File: config.mk
export PLATFORM = sky130hd
export DESIGN_NAME = fups_top
export DESIGN_NICKNAME = d
export VERILOG_FILES = /design/src/verilog/fups_pkg.sv /design/src/verilog/fups_seq_if.sv /design/src/verilog/fups_top.sv /design/src/verilog/fups_seq.sv
export VERILOG_INCLUDE_DIRS = /design/src /design/src/verilog
export SDC_FILE = /design/constraint.sdc
export NUM_CORES = 1
export LEC_CHECK = 0
export BUFFER_PORTS_ARGS = -buffer_cell sky130_fd_sc_hd__buf_4
export CAP_MARGIN = 40
export CELL_PAD_IN_SITES_DETAIL_PLACEMENT = 0
export CELL_PAD_IN_SITES_GLOBAL_PLACEMENT = 1
export CORE_MARGIN = 2
export CORE_UTILIZATION = 39
export DETAILED_ROUTE_END_ITERATION = 10
export PLACE_DENSITY = 0.86
export SYNTH_ARGS = -nofsm -noshare
export SYNTH_HDL_FRONTEND = slang
export SYNTH_SLANG_ARGS = --single-unit
File: constraint.sdc
create_clock -name pclk -period 1.97 [get_ports pclk]
set_input_delay 0.4925 -clock pclk [delete_from_list [all_inputs] [get_ports pclk]]
set_output_delay 0.4925 -clock pclk [all_outputs]
set_load 0.1 [all_outputs]
File: src/verilog/fups_regs.svh
// Offsets, command codes and field positions of the sequencer.
`ifndef FUPS_REGS_SVH
`define FUPS_REGS_SVH
`define FUPS_OFF_UNLOCK 8'h00
`define FUPS_OFF_CTRL 8'h04
`define FUPS_OFF_SECH 8'h08
`define FUPS_OFF_SECL 8'h0C
`define FUPS_OFF_PMAH 8'h10
`define FUPS_OFF_PMAL 8'h14
`define FUPS_OFF_PMDATA 8'h18
`define FUPS_OFF_STATUS 8'h1C
`define FUPS_OFF_IMASK 8'h20
`define FUPS_KEY 8'hA5
`define FUPS_ZERO8 8'h00
`define FUPS_OP_ERASE 4'hA
`define FUPS_OP_PROG 4'h5
`define FUPS_OP_LOCK 4'h6
`define FUPS_OP_NONE 4'h0
`define FUPS_BIT_START 0
`define FUPS_SEC_BIT 7
`define FUPS_RSV_BASE 16'h0100
`define FUPS_RSV_END0 16'h01FF
`define FUPS_RSV_END1 16'h02FF
`define FUPS_RSV_END2 16'h04FF
`define FUPS_RSV_END3 16'h08FF
`define FUPS_RSV_OFF 2
`endif

File: src/verilog/fups_pkg.sv
// Types shared by the flash sequencer modules.
package fups_pkg;
    typedef enum logic [1:0] {
        FUPS_IDLE,
        FUPS_ERASE,
        FUPS_PROG,
        FUPS_READ
    } fups_state_t;
endpackage : fups_pkg

File: src/verilog/fups_seq_if.sv
// Signals between the front end and the sequencer.
`timescale 1ns/1ps
interface fups_seq_if;
    logic start_erase;
    logic start_prog;
    logic start_read;
    logic abort;
    logic [15:0] addr;
    logic [7:0] wdata;
    logic busy;
    logic in_erase;
    logic done;
    logic fail;
    logic [7:0] rdata;
    logic flash_erase_req;
    logic flash_prog_req;
    logic flash_read_req;
    logic [15:0] flash_addr;
    logic [7:0] flash_wdata;
    logic flash_done;
    logic flash_fail;
    logic [7:0] flash_rdata;
    modport ctl (output start_erase, output start_prog, output start_read, output abort,
        output addr, output wdata, input busy, input in_erase, input done, input fail,
        input rdata, input flash_erase_req, input flash_prog_req, input flash_read_req,
        input flash_addr, input flash_wdata, output flash_done, output flash_fail,
        output flash_rdata);
    modport seq (input start_erase, input start_prog, input start_read, input abort,
        input addr, input wdata, output busy, output in_erase, output done, output fail,
        output rdata, output flash_erase_req, output flash_prog_req, output flash_read_req,
        output flash_addr, output flash_wdata, input flash_done, input flash_fail,
        input flash_rdata);
endinterface : fups_seq_if

File: src/verilog/fups_top.sv
// APB front end of the user-mode flash sequencer.
//
// Overview of operation
// - Unlock key enables user program mode.
// - Writing zero to unlock leaves user mode.
// - Erase command in user mode erases sector.
// - Erase status bit set means erase failed.
// - Enabled interrupt stops an erase in progress.
// - Program command arms one byte store.
// - Program single bytes into erased sectors only; here only the selected sector is enforced, not whether it was erased.
// - Flash address comes from register pair.
// - Upper nibble lock pattern enables hard lock.
// - Lock command accepted only in user mode.
// - Hard lock refuses every write and erase.
// - Only a tool chip erase releases lock; here a reset also clears it.
// - Writing zero to control cancels armed operations.
// - Sector base from high byte plus bit seven.
// - Control bit zero starts the operation.
// - Reserved boot area refuses erase and program.
//
// Chosen here: register access over APB and the register addresses.
`timescale 1ns/1ps
`include "fups_regs.svh"
module fups_top
    import fups_pkg::*;
(
    input wire logic pclk,
    input wire logic presetn,
    input wire logic psel,
    input wire logic penable,
    input wire logic pwrite,
    input wire logic [7:0] paddr,
    input wire logic [31:0] pwdata,
    output logic [31:0] prdata,
    output logic pready,
    output logic pslverr,
    input wire logic [7:0] irq_pending,
    input wire logic [7:0] periph_irq_enable,
    input wire logic tool_chip_erase,
    input wire logic [2:0] boot_reserve_size,
    output logic flash_erase_req,
    output logic flash_prog_req,
    output logic flash_read_req,
    output logic [15:0] flash_addr,
    output logic [7:0] flash_wdata,
    input wire logic flash_done,
    input wire logic flash_fail,
    input wire logic [7:0] flash_rdata
);
    // ------------------------------------------------------------------
    // Registers and helpers
    // ------------------------------------------------------------------
    logic [7:0] unlock_reg;
    logic [3:0] op_reg;
    logic erase_fail_reg;
    logic prog_armed_reg;
    logic lock_reg;
    logic [7:0] sech_reg;
    logic [7:0] secl_reg;
    logic [7:0] pmah_reg;
    logic [7:0] pmal_reg;
    logic [7:0] imask_reg;
    logic pready_reg;
    logic pslverr_reg;
    logic [31:0] prdata_reg;
    logic wait_reg;
    logic start_erase_reg;
    logic start_prog_reg;
    logic start_read_reg;
    logic [15:0] op_addr_reg;
    logic [7:0] wdata_reg;
    logic [3:0] pin_meta_reg;
    logic [3:0] pin_sync_reg;
    logic user_mode;
    logic acc;
    logic wr_ctrl;
    logic ctrl_start;
    logic flash_addr_hit;
    logic [15:0] pm_addr;
    logic [15:0] sec_base;
    logic erase_ok;
    logic prog_ok;

    fups_seq_if sq();

    fups_seq u_seq (
        .pclk(pclk),
        .presetn(presetn),
        .s(sq.seq)
    );

    // Address lies in the reserved boot area.
    function automatic logic in_reserved(input logic [15:0] a, input logic [2:0] opt);
        logic [15:0] top_addr;
        top_addr = `FUPS_RSV_END0;
        case (opt[1:0])
            2'h1: top_addr = `FUPS_RSV_END1;
            2'h2: top_addr = `FUPS_RSV_END2;
            2'h3: top_addr = `FUPS_RSV_END3;
            default: top_addr = `FUPS_RSV_END0;
        endcase
        in_reserved = !opt[`FUPS_RSV_OFF] && a >= `FUPS_RSV_BASE && a <= top_addr;
    endfunction : in_reserved

    // ------------------------------------------------------------------
    // Pin synchronisers
    // ------------------------------------------------------------------
    // Option and tool erase pins pass two flops before use.
    always_ff @(posedge pclk or negedge presetn) begin
        if (!presetn) begin
            pin_meta_reg <= 4'h0;
            pin_sync_reg <= 4'h0;
        end else begin
            pin_meta_reg <= {tool_chip_erase, boot_reserve_size};
            pin_sync_reg <= pin_meta_reg;
        end
    end

    // ------------------------------------------------------------------
    // Decode
    // ------------------------------------------------------------------
    assign user_mode = (unlock_reg == `FUPS_KEY);
    assign acc = psel && penable && !pready_reg && !wait_reg;
    assign wr_ctrl = acc && pwrite && paddr == `FUPS_OFF_CTRL;
    assign ctrl_start = pwdata[`FUPS_BIT_START];
    assign flash_addr_hit = paddr == `FUPS_OFF_PMDATA || paddr == `FUPS_OFF_CTRL;
    assign pm_addr = {pmah_reg, pmal_reg};
    assign sec_base = {sech_reg, secl_reg[`FUPS_SEC_BIT], 7'h00};
    assign erase_ok = !lock_reg && !in_reserved(sec_base, pin_sync_reg[2:0]);
    assign prog_ok = prog_armed_reg && user_mode && !lock_reg
        && pm_addr[15:7] == sec_base[15:7]
        && !in_reserved(pm_addr, pin_sync_reg[2:0]);
    assign sq.start_erase = start_erase_reg;
    assign sq.start_prog = start_prog_reg;
    assign sq.start_read = start_read_reg;
    assign sq.addr = op_addr_reg;
    assign sq.wdata = wdata_reg;
    assign sq.abort = |(irq_pending & imask_reg & periph_irq_enable);
    assign sq.flash_done = flash_done;
    assign sq.flash_fail = flash_fail;
    assign sq.flash_rdata = flash_rdata;
    assign flash_erase_req = sq.flash_erase_req;
    assign flash_prog_req = sq.flash_prog_req;
    assign flash_read_req = sq.flash_read_req;
    assign flash_addr = sq.flash_addr;
    assign flash_wdata = sq.flash_wdata;
    assign prdata = prdata_reg;
    assign pready = pready_reg;
    assign pslverr = pslverr_reg;

    // ------------------------------------------------------------------
    // APB handshake
    // ------------------------------------------------------------------
    // Flash accesses stall until the sequencer is idle.
    always_ff @(posedge pclk or negedge presetn) begin
        if (!presetn) begin
            pready_reg <= 1'b0;
            pslverr_reg <= 1'b0;
            prdata_reg <= 32'h0000_0000;
            wait_reg <= 1'b0;
            start_prog_reg <= 1'b0;
            start_read_reg <= 1'b0;
        end else begin
            start_prog_reg <= 1'b0;
            start_read_reg <= 1'b0;
            pready_reg <= 1'b0;
            pslverr_reg <= 1'b0;
            if (wait_reg) begin
                if (sq.done) begin
                    wait_reg <= 1'b0;
                    pready_reg <= 1'b1;
                    prdata_reg <= {24'h000000, sq.rdata};
                end
            end else if (acc && !(flash_addr_hit && sq.busy)) begin
                prdata_reg <= 32'h0000_0000;
                if (paddr == `FUPS_OFF_PMDATA && pwrite && prog_ok) begin
                    start_prog_reg <= 1'b1;
                    wait_reg <= 1'b1;
                end else if (paddr == `FUPS_OFF_PMDATA && !pwrite) begin
                    start_read_reg <= 1'b1;
                    wait_reg <= 1'b1;
                end else begin
                    pready_reg <= 1'b1;
                    if (paddr == `FUPS_OFF_UNLOCK) begin
                        prdata_reg <= {24'h000000, unlock_reg};
                    end else if (paddr == `FUPS_OFF_CTRL) begin
                        prdata_reg <= {24'h000000, op_reg, erase_fail_reg, 2'b00, sq.busy};
                    end else if (paddr == `FUPS_OFF_SECH) begin
                        prdata_reg <= {24'h000000, sech_reg};
                    end else if (paddr == `FUPS_OFF_SECL) begin
                        prdata_reg <= {24'h000000, secl_reg};
                    end else if (paddr == `FUPS_OFF_PMAH) begin
                        prdata_reg <= {24'h000000, pmah_reg};
                    end else if (paddr == `FUPS_OFF_PMAL) begin
                        prdata_reg <= {24'h000000, pmal_reg};
                    end else if (paddr == `FUPS_OFF_STATUS) begin
                        prdata_reg <= {28'h0000000, lock_reg, prog_armed_reg, user_mode, sq.busy};
                    end else if (paddr == `FUPS_OFF_IMASK) begin
                        prdata_reg <= {24'h000000, imask_reg};
                    end else if (paddr != `FUPS_OFF_PMDATA) begin
                        pslverr_reg <= 1'b1;
                    end
                end
            end
        end
    end

    // ------------------------------------------------------------------
    // Plain storage registers
    // ------------------------------------------------------------------
    always_ff @(posedge pclk or negedge presetn) begin
        if (!presetn) begin
            unlock_reg <= 8'h00;
            sech_reg <= 8'h00;
            secl_reg <= 8'h00;
            pmah_reg <= 8'h00;
            pmal_reg <= 8'h00;
            imask_reg <= 8'h00;
        end else if (acc && pwrite) begin
            if (paddr == `FUPS_OFF_UNLOCK) begin
                unlock_reg <= pwdata[7:0];
            end else if (paddr == `FUPS_OFF_SECH) begin
                sech_reg <= pwdata[7:0];
            end else if (paddr == `FUPS_OFF_SECL) begin
                secl_reg <= pwdata[7:0];
            end else if (paddr == `FUPS_OFF_PMAH) begin
                pmah_reg <= pwdata[7:0];
            end else if (paddr == `FUPS_OFF_PMAL) begin
                pmal_reg <= pwdata[7:0];
            end else if (paddr == `FUPS_OFF_IMASK) begin
                imask_reg <= pwdata[7:0];
            end
        end
    end

    // ------------------------------------------------------------------
    // Control register, erase launch and status
    // ------------------------------------------------------------------
    // Control writes outside user mode are dropped except zero, which still cancels; a busy sequencer stalls them instead.
    always_ff @(posedge pclk or negedge presetn) begin
        if (!presetn) begin
            op_reg <= `FUPS_OP_NONE;
            prog_armed_reg <= 1'b0;
            start_erase_reg <= 1'b0;
            erase_fail_reg <= 1'b0;
            op_addr_reg <= 16'h0000;
            wdata_reg <= 8'h00;
        end else begin
            start_erase_reg <= 1'b0;
            if (sq.done && sq.in_erase) begin
                erase_fail_reg <= sq.fail;
            end
            if (wr_ctrl && !sq.busy && user_mode) begin
                op_reg <= pwdata[7:4];
                prog_armed_reg <= 1'b0;
                if (pwdata[7:0] == `FUPS_ZERO8) begin
                    op_reg <= `FUPS_OP_NONE;
                end else if (pwdata[7:4] == `FUPS_OP_ERASE && ctrl_start) begin
                    op_addr_reg <= sec_base;
                    start_erase_reg <= erase_ok;
                    erase_fail_reg <= !erase_ok;
                end else if (pwdata[7:4] == `FUPS_OP_PROG && ctrl_start) begin
                    prog_armed_reg <= 1'b1;
                end
            end else if (wr_ctrl && pwdata[7:0] == `FUPS_ZERO8 && !sq.busy) begin
                op_reg <= `FUPS_OP_NONE;
                prog_armed_reg <= 1'b0;
            end else if (acc && pwrite && paddr == `FUPS_OFF_PMDATA && !sq.busy) begin
                prog_armed_reg <= 1'b0;
                op_addr_reg <= pm_addr;
                wdata_reg <= pwdata[7:0];
            end else if (acc && !pwrite && paddr == `FUPS_OFF_PMDATA && !sq.busy) begin
                op_addr_reg <= pm_addr;
            end
        end
    end

    // ------------------------------------------------------------------
    // Hard lock
    // ------------------------------------------------------------------
    // Only the tool chip erase pin or a reset clears the lock.
    always_ff @(posedge pclk or negedge presetn) begin
        if (!presetn) begin
            lock_reg <= 1'b0;
        end else if (pin_sync_reg[3]) begin
            lock_reg <= 1'b0;
        end else if (wr_ctrl && !sq.busy && user_mode && pwdata[7:4] == `FUPS_OP_LOCK) begin
            lock_reg <= 1'b1;
        end
    end
endmodule : fups_top

File: src/verilog/fups_seq.sv
// Flash array sequencer: runs one erase, program or read at a time.
`timescale 1ns/1ps
`include "fups_regs.svh"
module fups_seq
    import fups_pkg::*;
(
    input wire logic pclk,
    input wire logic presetn,
    fups_seq_if.seq s
);
    fups_state_t state_reg;
    logic erase_req_reg;
    logic prog_req_reg;
    logic read_req_reg;
    logic [15:0] addr_reg;
    logic [7:0] wdata_reg;
    logic done_reg;
    logic fail_reg;
    logic [7:0] rdata_reg;
    logic erase_end_reg;

    assign s.busy = (state_reg != FUPS_IDLE);
    // Erase stays flagged in the done cycle so the status bit can catch the outcome.
    assign s.in_erase = (state_reg == FUPS_ERASE) || erase_end_reg;
    assign s.done = done_reg;
    assign s.fail = fail_reg;
    assign s.rdata = rdata_reg;
    assign s.flash_erase_req = erase_req_reg;
    assign s.flash_prog_req = prog_req_reg;
    assign s.flash_read_req = read_req_reg;
    assign s.flash_addr = addr_reg;
    assign s.flash_wdata = wdata_reg;

    // Requests are held as levels until the array reports completion; an erase request also drops on abort.
    always_ff @(posedge pclk or negedge presetn) begin
        if (!presetn) begin
            state_reg <= FUPS_IDLE;
            erase_req_reg <= 1'b0;
            prog_req_reg <= 1'b0;
            read_req_reg <= 1'b0;
            addr_reg <= 16'h0000;
            wdata_reg <= 8'h00;
            done_reg <= 1'b0;
            fail_reg <= 1'b0;
            rdata_reg <= 8'h00;
            erase_end_reg <= 1'b0;
        end else begin
            done_reg <= 1'b0;
            erase_end_reg <= 1'b0;
            case (state_reg)
                FUPS_IDLE: begin
                    addr_reg <= s.addr;
                    wdata_reg <= s.wdata;
                    if (s.start_erase) begin
                        state_reg <= FUPS_ERASE;
                        erase_req_reg <= 1'b1;
                    end else if (s.start_prog) begin
                        state_reg <= FUPS_PROG;
                        prog_req_reg <= 1'b1;
                    end else if (s.start_read) begin
                        state_reg <= FUPS_READ;
                        read_req_reg <= 1'b1;
                    end
                end
                FUPS_ERASE: begin
                    // An enabled interrupt cuts the erase short; the sector counts as failed.
                    if (s.abort || s.flash_done) begin
                        state_reg <= FUPS_IDLE;
                        erase_req_reg <= 1'b0;
                        done_reg <= 1'b1;
                        fail_reg <= s.abort | s.flash_fail;
                        erase_end_reg <= 1'b1;
                    end
                end
                FUPS_PROG: begin
                    if (s.flash_done) begin
                        state_reg <= FUPS_IDLE;
                        prog_req_reg <= 1'b0;
                        done_reg <= 1'b1;
                        fail_reg <= s.flash_fail;
                    end
                end
                default: begin
                    if (s.flash_done) begin
                        state_reg <= FUPS_IDLE;
                        read_req_reg <= 1'b0;
                        done_reg <= 1'b1;
                        fail_reg <= 1'b0;
                        rdata_reg <= s.flash_rdata;
                    end
                end
            endcase
        end
    end
endmodule : fups_seq

==> flow_summary.toml <==
[pwr]
pwr-share-seq_pct = 40.0
power.density_nw_per_um2 = 758.0
finalPower_mw = 7.495
clkPwrFrac_pct = 44.5
power_leakage_nw = 4.787
swShare_pct = 28.99
ir_drop_v = 0.0005694
p_int_mw = 5.323
pwr-share-comb_pct = 15.4
power.switching_mw = 2.173

[yosys]
synth_ff_type = "dfrtp_1"
yosysWarningCount = 0
synth_area_per_cell_um2 = 11.33
seq_area_frac_synth_pct = 50.57
syn_inst = 616
synth_edf_count = 0
ys_ff_latch = 141
syn_area_um2 = 6977
synthArstFlopShare_pct = 100.0
synth.distinct_cells = 65

[final_layout]
regArea_um2 = 3532
area_delta_synth_final_pct = 41.73
final_nets = 903
multi_input_area_um2 = 3660
stdcell_count = 1055
stdcell_area_um2 = 9888
layout_commonest_cell = "buf_4"
final_cell_mix = "182 x buf_4, 140 x dfrtp_1, 78 x mux2_2, 51 x nand2_1, 25 x nor2_1"
drive_above_1_share_pct = 48.43
diodes = 0
fill_cells = 1447
utilization_pct = 56.77

[placed_design]
dpl.cell_count = 1006
post-place-ws_ps = -581.2
io_buffers = 87
gp_congestion = 1.076
place_area_um2 = 8735
hpwl_mm = 14.89

[timing]
fin_ws_ps = -225.1
slew_violations = 0
finalSetupViolCount = 23
worstMarginPinSlew_ps = 650.2
finalCritPeriodShare_pct = 111.4
period_needed_ps = 2195
hold_violations = 1
max_freq_mhz = 455.6
rsz0062_at_grt = "yes"
fin_hold_ws_ps = -2.455
finalSetupTns_ps = -1889
maxSlewHeadroom_pct = 56.65
worst_clock_skew_ps = 10.45

[global_routing]
top_usage_layer = "met2"
met2_usage_pct = 38.03
grt_pass1_wl_mm = 32.54
grt_max_degree = 48
grt_pass1_vias = 5857
antenna_found_initial = 0
grt_overflow = 0
grtUsageMet1_pct = 29.97
grt_use_met3_pct = 6.439
track_usage_pct = 23.30

[route]
drt-vias-per-instance = 5.443
drtPass1Iterations = 5
drt_iter0_markers = 535
drcViolationCount = 0
vias = 5742
ant_nets = 0
drt_wl_total_mm = 21.30
drt-wirelength-per-cell_um = 20.19

[die]
ios = 136
die_height_um = 137.8
dieWidth_um = 137.8
core-area_um2 = 17420
start_util_pct = 40.06
rows = 48
die_area_um2 = 18980

[critical_path]
critPathRequiredTime_ps = 2270
reg2reg_depth = 8
critPathArrivalTime_ps = 2490
endpoint_kind = "flip-flop"
crit_path_max_fanout = 2
worst-setup-path-type = "reg2reg"
start_kind = "flip-flop"

[cts]
path_clk_slew_ps = 60
cts-root-buf = "clkbuf_16"
cts_made_buffers = 17
clock-sinks = 141
cts_tree = "yes"
insertion_delay_ps = 430
clockBufferDepth = 2
cts_max_level = 4

[run_status]
violations = "negative hold slack, negative setup slack"
outcome = "complete, but fails checks"

[worst_hold_path]
hold_path.class = "in2async"

[run]
drv_cap = 0
cell usage after synthesis (10+ instances only):
cell        n  area [µm²]
clkbuf_1   17       63.81
dfrtp_1   141        3528
inv_1      19       71.32
a21oi_1    18       90.09
nor2_1     26       97.59
nor3_1     19       95.09
buf_4      24       180.2
mux2_2     87       979.7
nand2_1    55       206.5
nand3_1    10       50.05
mux2i_1    17       170.2
o21ai_1    17       85.08
o21ai_0    20       100.1
ha_1       11       137.6
mux2_1     10       112.6
cell families (layout without fill, tap and decap cells):
group	after synthesis	in the layout	share of synthesized area [%]
AOI/OAI and AO/OA	105	108	9.721
buffers and inverters	69	257	5.272
muxes	115	115	18.42
other	1	24	0.05375
xor gates and xnor gates	9	9	1.130
DFF	141	141	50.57
and+or+nand+nor	165	165	12.86
adders and majority gates	11	11	1.973
critical path, cell delays in order, from the launching register on:
cell and delay, ps:
dfrtp_1 380, or2_4 280, ha_4 260, nand4_1 120
nor4_4 330, o2111ai_2 200, a41oi_2 290, buf_4 150
o22ai_2 50
final cells by class:
class	instances	area share (%)
multi-input cells	432	37.01
flip-flops and latches	141	35.72
repair buffers	206	17.49
clock buffers	18	4.340
well taps	225	2.847
clock inverters	14	1.873
inverters	19	0.7212
path summary, 6_finish.rpt:
kind / from / end / slack (ps)
max reg2reg: pin_sync_reg[1]$_DFF_PN0_ / wait_reg$_DFF_PN0_ / -230
min reg2reg: pin_meta_reg[3]$_DFF_PN0_ / pin_sync_reg[3]$_DFF_PN0_ / 350
max: pin_sync_reg[1]$_DFF_PN0_ / wait_reg$_DFF_PN0_ / -230
min: presetn / u_seq.s.flash_wdata[0]$_DFFE_PN0P_ / -2
min in group pclk: tool_chip_erase / pin_meta_reg[3]$_DFF_PN0_ / 170
max in group asynchronous: presetn / sq.wdata[1]$_DFFE_PN0P_ / 1400
routing by layer:
metal  part of all wire, %  routed length [µm]
met3                   6.7                1422
met4                   3.0                 646
met2                    48               10150
met5                     0                   0
met1                    43                9082
power by group through the flow:
stage / sequential [mW] / combinational (mW) / clock [mW]
2_1_floorplan: 3.27 / 0.489 / 0
3_3_place_gp: 3.05 / 1.09 / 0
3_5_place_dp: 3.05 / 1.10 / 0
4_1_cts: 3.00 / 1.13 / 3.39
5_1_grt: 3.00 / 1.22 / 3.52
6_report: 3.00 / 1.16 / 3.34
timing repair:
item,4_1_cts,5_1_grt
setup buffers,8,5
pin swaps,14,25
resized for setup,35,42
setup endpoints to repair,37,64
gates cloned,3,2
hold buffers,0,0
(Power assumes the default switching activity.)
